==> src/verilog/sce_pkg.sv <==
// Shared constants of the serial communications element data path.
package sce_pkg;
  // ====================================================================
  // Register map
  localparam int ADDR_W = 4;
  localparam logic [3:0] OFF_DATA = 4'h0;
  localparam logic [3:0] OFF_MASK = 4'h1;
  localparam logic [3:0] OFF_ISTAT = 4'h2;
  localparam logic [3:0] OFF_LCTRL = 4'h3;
  localparam logic [3:0] OFF_FCTRL = 4'h4;
  localparam logic [3:0] OFF_LSTAT = 4'h5;
  localparam logic [3:0] OFF_DIVLO = 4'h6;
  localparam logic [3:0] OFF_DIVHI = 4'h7;
  localparam logic [3:0] OFF_SCRATCH = 4'h8;
  // ====================================================================
  // Field positions
  localparam int LC_STOP2 = 2;
  localparam int LC_PAR_EN = 3;
  localparam int LC_PAR_EVEN = 4;
  localparam int LC_BREAK = 6;
  localparam int FC_ENABLE = 0;
  localparam int FC_RX_RST = 1;
  localparam int FC_TX_RST = 2;
  localparam int IS_RX = 0;
  localparam int IS_TX = 1;
  localparam int IS_ERR = 2;
  localparam int LS_READY = 0;
  localparam int LS_OVERRUN = 1;
  localparam int LS_PARITY = 2;
  localparam int LS_FRAME = 3;
  localparam int LS_THEMPTY = 5;
  localparam int LS_TEMPTY = 6;
  // ====================================================================
  // Reset values
  localparam logic [7:0] LCTRL_RST = 8'h03;
  localparam logic [7:0] FCTRL_RST = 8'h00;
  localparam logic [2:0] ISTAT_RST = 3'h2;
  localparam logic [2:0] MASK_RST = 3'h0;
  localparam logic [15:0] DIV_RST = 16'h0000;
  localparam logic [7:0] SCRATCH_RST = 8'h00;
  // ====================================================================
  // Timing in 16x ticks
  localparam logic [4:0] BIT_TICKS = 5'h10;
  localparam logic [4:0] HALF_TICKS = 5'h08;
  localparam logic [4:0] STOP15_TICKS = 5'h18;
  localparam logic [5:0] STOP2_TICKS = 6'h20;
  localparam int FIFO_DEPTH = 16;
  typedef enum {
    SCE_IDLE, SCE_START, SCE_DATA, SCE_PARITY, SCE_STOP
  } sce_frame_type;
endpackage

==> src/verilog/sce_uart_path.sv <==
// Receive and transmit data path with FIFOs, baud generator, scratch.
//
// Functional notes
// - Receive buffer is a sixteen-byte FIFO.
// - Receiver timed by sixteen-times receive clock.
// - Serial input shifted, assembled, pushed into FIFO.
// - Character mode: receive interrupt on arrival.
// - Character mode: receive interrupt cleared by read.
// - FIFO mode: receive interrupt follows FIFO trigger level setting.
// - Eight-bit scratch register, no side effects.
// - Transmit holding is a sixteen-byte FIFO.
// - Transmitter timed by baud generator output.
// - Load shift register only when it idles.
// - Shift register bits driven on serial output.
// - Character mode: holding-empty interrupt while empty.
// - Character mode: holding-empty cleared by host load.
// - Line control sets framing for both directions.
// - Baud generator divides by sixteen-bit divisor.
// - Divisor byte write reloads the baud counter.
`timescale 1ns/100ps
`default_nettype none
module sce_uart_path
  import sce_pkg::*;
#(
  parameter int DEPTH = FIFO_DEPTH
) (
  input wire logic clk_sys,
  input wire logic rstn,
  input wire logic [ADDR_W-1:0] addr,
  input wire logic [7:0] wrData,
  input wire logic wrEn,
  input wire logic rdEn,
  output logic [7:0] rdData,
  output logic irq,
  input wire logic rxClk16,
  input wire logic serialIn,
  output logic serialOut,
  output logic baudClockOut
);
  localparam int PW = $clog2(DEPTH);
  localparam logic [PW:0] DEPTH_C = (PW+1)'(DEPTH);
  localparam logic [PW:0] ONE_C = (PW+1)'(1);

  // ====================================================================
  // Helpers
  function automatic logic [2:0] lastBit(input logic [7:0] lc);
    lastBit = {1'b0, lc[1:0]} + 3'h4;
  endfunction

  function automatic logic parityOf(input logic [7:0] d,
                                    input logic [7:0] lc);
    logic [7:0] m;
    m = 8'hFF >> (3'h3 - lc[1:0]);
    parityOf = ^(d & m) ^ ~lc[LC_PAR_EVEN];
  endfunction

  // ====================================================================
  // Register state
  logic [7:0] lctrl_reg;
  logic [7:0] fctrl_reg;
  logic [2:0] mask_reg;
  logic [2:0] istat_reg;
  logic [2:0] istat_next;
  logic [15:0] div_reg;
  logic [7:0] scratch_reg;
  logic overrun_reg;
  logic parErr_reg;
  logic frameErr_reg;
  logic [7:0] rdData_reg;
  logic irq_reg;

  logic wrData0;
  logic rdData0;
  logic fifoMode;
  logic [PW:0] capacity;
  logic [PW:0] trigLevel;

  assign wrData0 = wrEn && addr == OFF_DATA;
  assign rdData0 = rdEn && addr == OFF_DATA;
  assign fifoMode = fctrl_reg[FC_ENABLE];
  // Character mode behaves as a one-deep holding register.
  assign capacity = fifoMode ? DEPTH_C : ONE_C;

  always_comb begin
    unique case (fctrl_reg[7:6])
      2'h0: trigLevel = (PW+1)'(1);
      2'h1: trigLevel = (PW+1)'(4);
      2'h2: trigLevel = (PW+1)'(8);
      default: trigLevel = (PW+1)'(14);
    endcase
  end

  // ====================================================================
  // Baud generator
  logic [15:0] baudCnt_reg;
  logic baudClockOut_reg;
  logic divWr;

  assign divWr = wrEn && (addr == OFF_DIVLO || addr == OFF_DIVHI);

  always_ff @(posedge clk_sys or negedge rstn) begin
    if (!rstn) begin
      div_reg <= DIV_RST;
    end else if (wrEn && addr == OFF_DIVLO) begin
      div_reg[7:0] <= wrData;
    end else if (wrEn && addr == OFF_DIVHI) begin
      div_reg[15:8] <= wrData;
    end
  end

  // A zero divisor stops the generator rather than wrapping.
  always_ff @(posedge clk_sys or negedge rstn) begin
    if (!rstn) begin
      baudCnt_reg <= DIV_RST;
      baudClockOut_reg <= 1'b0;
    end else begin
      baudClockOut_reg <= 1'b0;
      if (divWr) begin
        baudCnt_reg <= (addr == OFF_DIVLO) ? {div_reg[15:8], wrData}
                                           : {wrData, div_reg[7:0]};
      end else if (div_reg != 16'h0000) begin
        if (baudCnt_reg <= 16'h0001) begin
          baudCnt_reg <= div_reg;
          baudClockOut_reg <= 1'b1;
        end else begin
          baudCnt_reg <= baudCnt_reg - 16'h0001;
        end
      end
    end
  end

  // ====================================================================
  // Control registers
  always_ff @(posedge clk_sys or negedge rstn) begin
    if (!rstn) begin
      lctrl_reg <= LCTRL_RST;
      mask_reg <= MASK_RST;
      scratch_reg <= SCRATCH_RST;
    end else if (wrEn) begin
      if (addr == OFF_LCTRL) lctrl_reg <= wrData;
      if (addr == OFF_MASK) mask_reg <= wrData[2:0];
      if (addr == OFF_SCRATCH) scratch_reg <= wrData;
    end
  end

  // Reset bits self-clear; a mode change flushes both FIFOs.
  logic rxFlush;
  logic txFlush;
  assign rxFlush = wrEn && addr == OFF_FCTRL &&
                   (wrData[FC_RX_RST] || wrData[FC_ENABLE] != fifoMode);
  assign txFlush = wrEn && addr == OFF_FCTRL &&
                   (wrData[FC_TX_RST] || wrData[FC_ENABLE] != fifoMode);

  always_ff @(posedge clk_sys or negedge rstn) begin
    if (!rstn) begin
      fctrl_reg <= FCTRL_RST;
    end else if (wrEn && addr == OFF_FCTRL) begin
      fctrl_reg <= {wrData[7:6], 5'h00, wrData[FC_ENABLE]};
    end
  end

  // ====================================================================
  // Receive FIFO
  logic [7:0] rxMem [DEPTH];
  logic [PW-1:0] rxWp_reg;
  logic [PW-1:0] rxRp_reg;
  logic [PW:0] rxCount_reg;
  logic rxPush;
  logic [7:0] rxChar;
  logic rxAccept;
  logic rxPop;

  assign rxAccept = rxPush && rxCount_reg < capacity;
  assign rxPop = rdData0 && rxCount_reg != '0;

  always_ff @(posedge clk_sys) begin
    if (rxAccept) rxMem[rxWp_reg] <= rxChar;
  end

  always_ff @(posedge clk_sys or negedge rstn) begin
    if (!rstn) begin
      rxWp_reg <= '0;
      rxRp_reg <= '0;
      rxCount_reg <= '0;
    end else if (rxFlush) begin
      rxWp_reg <= '0;
      rxRp_reg <= '0;
      rxCount_reg <= '0;
    end else begin
      if (rxAccept) rxWp_reg <= rxWp_reg + 1'b1;
      if (rxPop) rxRp_reg <= rxRp_reg + 1'b1;
      rxCount_reg <= rxCount_reg + (PW+1)'(rxAccept)
                     - (PW+1)'(rxPop);
    end
  end

  // ====================================================================
  // Receiver, timed by edges of the 16x receive clock
  sce_frame_type rxState_reg;
  logic rxClkPrev_reg;
  logic rxTick;
  logic [4:0] rxCnt_reg;
  logic [2:0] rxBit_reg;
  logic [7:0] rxShift_reg;
  logic rxParBad_reg;

  always_ff @(posedge clk_sys or negedge rstn) begin
    if (!rstn) rxClkPrev_reg <= 1'b0;
    else rxClkPrev_reg <= rxClk16;
  end
  assign rxTick = rxClk16 && !rxClkPrev_reg;

  always_ff @(posedge clk_sys or negedge rstn) begin
    if (!rstn) begin
      rxState_reg <= SCE_IDLE;
      rxCnt_reg <= '0;
      rxBit_reg <= '0;
      rxShift_reg <= '0;
      rxParBad_reg <= 1'b0;
    end else begin
      unique case (rxState_reg)
        SCE_IDLE: begin
          rxCnt_reg <= '0;
          rxBit_reg <= '0;
          rxShift_reg <= '0;
          rxParBad_reg <= 1'b0;
          if (!serialIn) rxState_reg <= SCE_START;
        end
        SCE_START: if (rxTick) begin
          rxCnt_reg <= rxCnt_reg + 5'h01;
          if (rxCnt_reg == HALF_TICKS - 5'h01) begin
            rxCnt_reg <= '0;
            // A start bit gone high by mid-bit was a glitch.
            rxState_reg <= serialIn ? SCE_IDLE : SCE_DATA;
          end
        end
        SCE_DATA: if (rxTick) begin
          rxCnt_reg <= rxCnt_reg + 5'h01;
          if (rxCnt_reg == BIT_TICKS - 5'h01) begin
            rxCnt_reg <= '0;
            rxShift_reg[rxBit_reg] <= serialIn;
            rxBit_reg <= rxBit_reg + 3'h1;
            if (rxBit_reg == lastBit(lctrl_reg)) begin
              rxState_reg <= lctrl_reg[LC_PAR_EN] ? SCE_PARITY
                                                  : SCE_STOP;
            end
          end
        end
        SCE_PARITY: if (rxTick) begin
          rxCnt_reg <= rxCnt_reg + 5'h01;
          if (rxCnt_reg == BIT_TICKS - 5'h01) begin
            rxCnt_reg <= '0;
            rxParBad_reg <= serialIn != parityOf(rxShift_reg, lctrl_reg);
            rxState_reg <= SCE_STOP;
          end
        end
        SCE_STOP: if (rxTick) begin
          rxCnt_reg <= rxCnt_reg + 5'h01;
          if (rxCnt_reg == BIT_TICKS - 5'h01) begin
            rxState_reg <= SCE_IDLE;
          end
        end
      endcase
    end
  end

  assign rxPush = rxState_reg == SCE_STOP && rxTick &&
                  rxCnt_reg == BIT_TICKS - 5'h01;
  assign rxChar = rxShift_reg;

  // ====================================================================
  // Transmit FIFO
  logic [7:0] txMem [DEPTH];
  logic [PW-1:0] txWp_reg;
  logic [PW-1:0] txRp_reg;
  logic [PW:0] txCount_reg;
  logic txAccept;
  logic txPop;
  sce_frame_type txState_reg;

  // Writes to a full holding store are dropped.
  assign txAccept = wrData0 && txCount_reg < capacity;
  assign txPop = txState_reg == SCE_IDLE && txCount_reg != '0;

  always_ff @(posedge clk_sys) begin
    if (txAccept) txMem[txWp_reg] <= wrData;
  end

  always_ff @(posedge clk_sys or negedge rstn) begin
    if (!rstn) begin
      txWp_reg <= '0;
      txRp_reg <= '0;
      txCount_reg <= '0;
    end else if (txFlush) begin
      txWp_reg <= '0;
      txRp_reg <= '0;
      txCount_reg <= '0;
    end else begin
      if (txAccept) txWp_reg <= txWp_reg + 1'b1;
      if (txPop) txRp_reg <= txRp_reg + 1'b1;
      txCount_reg <= txCount_reg + (PW+1)'(txAccept)
                     - (PW+1)'(txPop);
    end
  end

  // ====================================================================
  // Transmitter, timed by the baud generator output
  logic [4:0] txCnt_reg;
  logic [2:0] txBit_reg;
  logic [7:0] txShift_reg;
  logic [5:0] stopTicks;
  logic serialOut_reg;
  logic txLevel;

  always_comb begin
    if (!lctrl_reg[LC_STOP2]) stopTicks = {1'b0, BIT_TICKS};
    else if (lctrl_reg[1:0] == 2'h0) stopTicks = {1'b0, STOP15_TICKS};
    else stopTicks = STOP2_TICKS;
  end

  always_ff @(posedge clk_sys or negedge rstn) begin
    if (!rstn) begin
      txState_reg <= SCE_IDLE;
      txCnt_reg <= '0;
      txBit_reg <= '0;
      txShift_reg <= '0;
    end else begin
      unique case (txState_reg)
        SCE_IDLE: begin
          txCnt_reg <= '0;
          txBit_reg <= '0;
          if (txPop) begin
            txShift_reg <= txMem[txRp_reg];
            txState_reg <= SCE_START;
          end
        end
        SCE_START: if (baudClockOut_reg) begin
          txCnt_reg <= txCnt_reg + 5'h01;
          if (txCnt_reg == BIT_TICKS - 5'h01) begin
            txCnt_reg <= '0;
            txState_reg <= SCE_DATA;
          end
        end
        SCE_DATA: if (baudClockOut_reg) begin
          txCnt_reg <= txCnt_reg + 5'h01;
          if (txCnt_reg == BIT_TICKS - 5'h01) begin
            txCnt_reg <= '0;
            txBit_reg <= txBit_reg + 3'h1;
            if (txBit_reg == lastBit(lctrl_reg)) begin
              txState_reg <= lctrl_reg[LC_PAR_EN] ? SCE_PARITY
                                                  : SCE_STOP;
            end
          end
        end
        SCE_PARITY: if (baudClockOut_reg) begin
          txCnt_reg <= txCnt_reg + 5'h01;
          if (txCnt_reg == BIT_TICKS - 5'h01) begin
            txCnt_reg <= '0;
            txState_reg <= SCE_STOP;
          end
        end
        SCE_STOP: if (baudClockOut_reg) begin
          txCnt_reg <= txCnt_reg + 5'h01;
          if ({1'b0, txCnt_reg} == stopTicks - 6'h01) begin
            txState_reg <= SCE_IDLE;
          end
        end
      endcase
    end
  end

  always_comb begin
    unique case (txState_reg)
      SCE_START: txLevel = 1'b0;
      SCE_DATA: txLevel = txShift_reg[txBit_reg];
      SCE_PARITY: txLevel = parityOf(txShift_reg, lctrl_reg);
      default: txLevel = 1'b1;
    endcase
  end

  always_ff @(posedge clk_sys or negedge rstn) begin
    if (!rstn) serialOut_reg <= 1'b1;
    else serialOut_reg <= txLevel && !lctrl_reg[LC_BREAK];
  end

  // ====================================================================
  // Line status and interrupts
  logic rdLstat;
  logic rxEv;
  logic rxHwClr;
  logic txEv;
  logic errEv;
  logic parEv;
  logic frameEv;
  logic ovrEv;
  logic [2:0] istatEv;
  logic [2:0] istatClr;

  assign rdLstat = rdEn && addr == OFF_LSTAT;
  assign ovrEv = rxPush && !rxAccept;
  assign parEv = rxAccept && rxParBad_reg;
  assign frameEv = rxAccept && !serialIn;
  assign errEv = ovrEv || parEv || frameEv;

  // Error flags clear on a status read; a new error in that cycle wins.
  always_ff @(posedge clk_sys or negedge rstn) begin
    if (!rstn) begin
      overrun_reg <= 1'b0;
      parErr_reg <= 1'b0;
      frameErr_reg <= 1'b0;
    end else begin
      overrun_reg <= ovrEv || (overrun_reg && !rdLstat);
      parErr_reg <= parEv || (parErr_reg && !rdLstat);
      frameErr_reg <= frameEv || (frameErr_reg && !rdLstat);
    end
  end

  always_comb begin
    if (fifoMode) begin
      rxEv = rxAccept && rxCount_reg + ONE_C >= trigLevel;
      rxHwClr = rxPop && rxCount_reg <= trigLevel;
      txEv = txPop && txCount_reg == ONE_C;
      rxHwClr = rxHwClr && !rxAccept;
    end else begin
      rxEv = rxAccept;
      rxHwClr = rdData0;
      // Holding empties as its character moves to the shift register.
      txEv = txPop || txFlush;
    end
  end

  assign istatEv = {errEv, txEv, rxEv};
  assign istatClr = ((wrEn && addr == OFF_ISTAT) ? wrData[2:0] : 3'h0)
                    | {1'b0, txAccept, rxHwClr};
  assign istat_next = (istat_reg & ~istatClr) | istatEv;

  always_ff @(posedge clk_sys or negedge rstn) begin
    if (!rstn) begin
      istat_reg <= ISTAT_RST;
      irq_reg <= 1'b0;
    end else begin
      istat_reg <= istat_next;
      irq_reg <= |(istat_next & mask_reg);
    end
  end

  // ====================================================================
  // Read port
  always_ff @(posedge clk_sys or negedge rstn) begin
    if (!rstn) begin
      rdData_reg <= 8'h00;
    end else if (rdEn) begin
      unique case (addr)
        OFF_DATA: rdData_reg <= rxMem[rxRp_reg];
        OFF_MASK: rdData_reg <= {5'h00, mask_reg};
        OFF_ISTAT: rdData_reg <= {5'h00, istat_reg};
        OFF_LCTRL: rdData_reg <= lctrl_reg;
        OFF_FCTRL: rdData_reg <= fctrl_reg;
        OFF_LSTAT: rdData_reg <= {1'b0,
                                  txCount_reg == '0 &&
                                    txState_reg == SCE_IDLE,
                                  txCount_reg == '0, 1'b0,
                                  frameErr_reg, parErr_reg,
                                  overrun_reg, rxCount_reg != '0};
        OFF_DIVLO: rdData_reg <= div_reg[7:0];
        OFF_DIVHI: rdData_reg <= div_reg[15:8];
        OFF_SCRATCH: rdData_reg <= scratch_reg;
        default: rdData_reg <= 8'h00;
      endcase
    end else begin
      rdData_reg <= 8'h00;
    end
  end

  assign rdData = rdData_reg;
  assign irq = irq_reg;
  assign serialOut = serialOut_reg;
  assign baudClockOut = baudClockOut_reg;
endmodule
`default_nettype wire
==> config.mk <==
export PLATFORM = sky130hd
export DESIGN_NAME = sce_uart_path
export DESIGN_NICKNAME = d
export VERILOG_FILES = /design/src/verilog/sce_pkg.sv /design/src/verilog/sce_uart_path.sv
export SDC_FILE = /design/constraint.sdc
export NUM_CORES = 1
export LEC_CHECK = 0
export BUFFER_PORTS_ARGS = -buffer_cell sky130_fd_sc_hd__clkbuf_2
export CAP_MARGIN = 20
export CORE_MARGIN = 5
export CORE_UTILIZATION = 30
export DETAILED_ROUTE_END_ITERATION = 8
export GPL_TIMING_DRIVEN = 0
export SKIP_CTS_REPAIR_TIMING = 1
export SLEW_MARGIN = 30
export SYNTH_ARGS = -nofsm -noshare
export SYNTH_HDL_FRONTEND = slang
export SYNTH_SLANG_ARGS = --single-unit
==> constraint.sdc <==
create_clock -name clk_sys -period 4.8 [get_ports clk_sys]
set_input_delay 0.96 -clock clk_sys [delete_from_list [all_inputs] [get_ports clk_sys]]
set_output_delay 0.96 -clock clk_sys [all_outputs]
set_load 0.01 [all_outputs]
==> impl_metrics.py <==
metrics = {
    "worst_setup_path": {
        "r2r_cells": 16,
        "cp.arrival_ns": 4.73,
        "crit_path_frequent_cell": "ha_1",
        "worstSetupPathType": "reg -> reg",
        "rrSetupSlack_ns": 0.55,
        "critPathBufInv": 3,
        "r2r_end": "rxCount_reg[4]",
        "cp_max_fo": 10,
        "cp-start-kind": "flip-flop",
        "worstSetupEndpointType": "flip-flop",
        "r2r-start": "rxCnt_reg[0]",
        "crit_family": "simple AND/OR/NAND/NOR gates",
        "crit_path_top_delay_cell": "fa_1",
        "worst_ep_required_time_ns": 5.28,
        "slowest_delay_ns": 0.41,
        "crit_chain": "ha_1 -> and3_1 -> ha_1 -> and3b_1 -> nand3_1 -> nor3_1 -> clkbuf_1 -> inv_1 -> ha_1 -> inv_1 -> ha_1 -> fa_1 -> a21oi_1 -> nor2_1 -> or3_1 -> a21oi_1",
    },
    "floorplanning": {
        "core_um2": 59240,
        "die_h_um": 255.2,
        "start_util_pct": 30.43,
        "row_count": 89,
        "die_width_um": 255.2,
        "ios": 29,
        "die_area_um2": 65100,
    },
    "clock_tree": {
        "htreeDepth": 2,
        "cts_tree": "done",
        "clock_sinks": 393,
        "cts_root_buffer": "clkbuf_16",
        "cts_made_buffers": 43,
        "clk_pin_slew_ns": 0.06,
        "cts_max_path_buffers": 3,
        "clock_latency_ns": 0.58,
    },
    "yosys": {
        "yosysTopAreaCell": "edfxtp_1",
        "synth_top_area_share_pct": 42.64,
        "ys_seq_area_share_pct": 61.68,
        "synth_edf_count": 256,
        "syn_area_um2": 18030,
        "ys_async_sr_fraction_pct": 34.86,
        "synth_area_leaders": "edfxtp_1 (43%), dfrtp_1 (18%), mux4_2 (10%)",
        "ys_ff_latch": 393,
        "avgSynthCellArea_um2": 14.15,
        "ys_types": 72,
        "ys_warn_count": 0,
        "syn-num-nets": 1344,
        "syn_inst": 1274,
        "ys.flop_type": "edfxtp_1",
    },
    "timing": {
        "setup_tns_ns": 0,
        "worstMarginPinSlew_ns": 0.8869,
        "timing.fmax_mhz": 235.2,
        "min_period_ns": 4.251,
        "final_max_slew_viol_count": 0,
        "grt_setup_unrepaired": "no",
        "slew_headroom_pct": 40.42,
        "hold-worst-slack_ns": 0.4042,
        "post-route-period-util_pct": 88.57,
        "skew_ns": 0.02360,
        "hold_violations": 0,
        "setup_violations": 0,
    },
    "pwr": {
        "p_switching_w": 0.003348,
        "p_per_area_nw_per_um2": 515.5,
        "pwr-share-comb_pct": 29.0,
        "p_leak_nw": 7.498,
        "clkPwrFrac_pct": 30.8,
        "p_sw_share_pct": 31.59,
        "p_total_w": 0.01060,
        "seq_power_share_pct": 40.2,
        "ir_worst_vdd_mv": 0.2448,
        "p_int_w": 0.007251,
    },
    "route": {
        "ant_nets": 0,
        "drc_errors": 0,
        "wl_per_cell_um": 19.47,
        "vias": 10920,
        "first_pass_iters": 5,
        "vias_per_cell": 5.075,
        "wl_um": 41890,
        "initialDrtViolationCount": 1009,
    },
    "flow_run": {
        "cap_violations": 0,
    },
    "layout": {
        "utilization_pct": 34.71,
        "final_nets": 1416,
        "diodes": 0,
        "nFillCells": 5674,
        "drive_above_1_share_pct": 17.19,
        "final_cell_area_um2": 20560,
        "syn_to_final_growth_pct": 14.05,
        "reg.largest.list": "rxMem x128, txMem x128",
    },
    "placement": {
        "place_area_um2": 19170,
        "hpwl_um": 28940,
        "port_buffers": 26,
        "gp_congestion": 0.8630,
    },
    "hold_path": {
        "hold_class": "in -> async",
    },
    "grt": {
        "gr-total-overflow": 0,
        "antenna_found_initial": 3,
        "grt_max_degree": 76,
        "grt_pass1_vias": 11190,
        "grt.total_usage_pct": 12.84,
        "grt_pass1_wl_um": 65560,
    },
    "run_status": {
        "status": "finished clean",
    },
}
-- worst max-delay path by stage --
stage | start | to | slack [ns] | cells after the start
floorplan | addr[1] | txCount_reg[4] | 1.13 | 13
global placement | rstn | rdData[5] | 0.23 | 1
detailed placement | addr[1] | txCount_reg[4] | 0.46 | 13
CTS | rxCnt_reg[0] | rxCount_reg[4] | 0.55 | 16
global route | rxCnt_reg[1] | rxCount_reg[4] | 0.28 | 16
finish | rxCnt_reg[0] | rxCount_reg[4] | 0.55 | 16
-- logic make-up after synthesis --
group,after synthesis,synth area share [%]
fa+ha+maj,52,3.692
simple gates,374,10.43
mux,134,13.25
flops,393,61.68
compound gates,171,6.308
xor+xnor,51,2.477
buf+inv,99,2.165
-- cell usage in the layout, fill, tap and decap left out, types with 6 or more instances in the layout --
| cell | n |
|---|---|
| a22o_1 | 10 |
| a21oi_1 | 38 |
| inv_1 | 38 |
| clkbuf_16 | 43 |
| buf_1 | 8 |
| a211oi_1 | 9 |
| o21ai_0 | 39 |
| a31oi_1 | 11 |
| clkbuf_2 | 25 |
| a222oi_1 | 6 |
| mux2_2 | 33 |
| and2_1 | 32 |
| nand4_1 | 14 |
| nand2b_1 | 9 |
| mux4_2 | 80 |
| ha_1 | 50 |
| nor2b_1 | 15 |
| edfxtp_1 | 256 |
| nand3_1 | 20 |
| nor3_1 | 21 |
| nand2_1 | 129 |
| nor2_1 | 76 |
| nor4_1 | 6 |
| clkinv_2 | 10 |
| dfrtp_1 | 133 |
| or3_1 | 11 |
| xnor2_1 | 31 |
| clkbuf_1 | 49 |
| nor3b_1 | 9 |
| mux2i_1 | 20 |
| xor2_1 | 20 |
| buf_2 | 9 |
-- routing by layer --
metal / part of all wire, % / track usage, %
met5: 0.031 / 0
met4: 2.2 / 3.327
met3: 5.5 / 2.703
met2: 48 / 21.13
met1: 44 / 17.46
-- area by class of cell --
class | instances | area, µm² | share of cell area (%)
Multi-Input combinational cell | 782 | 6525 | 31.73
Clock buffer | 53 | 1154 | 5.610
Clock inverter | 25 | 239.0 | 1.162
Buffer | 61 | 247.7 | 1.205
Sequential cell | 393 | 11120 | 54.08
Tap cell | 773 | 967.2 | 4.704
Timing Repair Buffer | 27 | 166.4 | 0.8093
Inverter | 38 | 142.6 | 0.6937
-- metrics by stage --
step	cells	worst slack [ns]
2_1_floorplan	1274	1.131
3_3_place_gp	2073	0.2339
3_5_place_dp	2074	0.4611
4_1_cts	2152	0.5533
5_1_grt	2152	0.2755
6_report	2152	0.5488
-- synthesized netlist by cell type, types with 4 or more instances --
cell type and count:
xor2_1 20, buf_1 8, o41ai_1 4, o21ai_0 39, nor3b_1 9, and4_1 5
mux2_2 33, nand3_1 20, nand2_1 129, edfxtp_1 256, or3_1 11, nor3_1 21
mux2i_1 20, clkbuf_1 43, nor4_1 6, nand4_1 14, nand3b_1 5, a222oi_1 6
a22o_1 10, and3_1 4, mux4_2 80, dfstp_2 4, o211ai_1 5, a21oi_1 38
nor2_1 76, dfrtp_1 133, or2_2 4, ha_1 50, o22ai_1 5, a211oi_1 9
nand2b_1 9, a22oi_1 4, and2_1 32, nor2b_1 15, xnor2_1 31, a31oi_1 11
buf_2 9, o31ai_1 5, inv_1 38
-- power by group through the flow --
stage	clock network (W)	logic (W)	registers, W
4_1_cts	0.00335	0.00311	0.00425
3_3_place_gp	0	0.00303	0.00430
2_1_floorplan	0	0.00236	0.00420
6_report	0.00327	0.00307	0.00426
3_5_place_dp	0	0.00310	0.00432
5_1_grt	0.00349	0.00341	0.00430
Note: power is estimated with default switching activity, not from simulation.
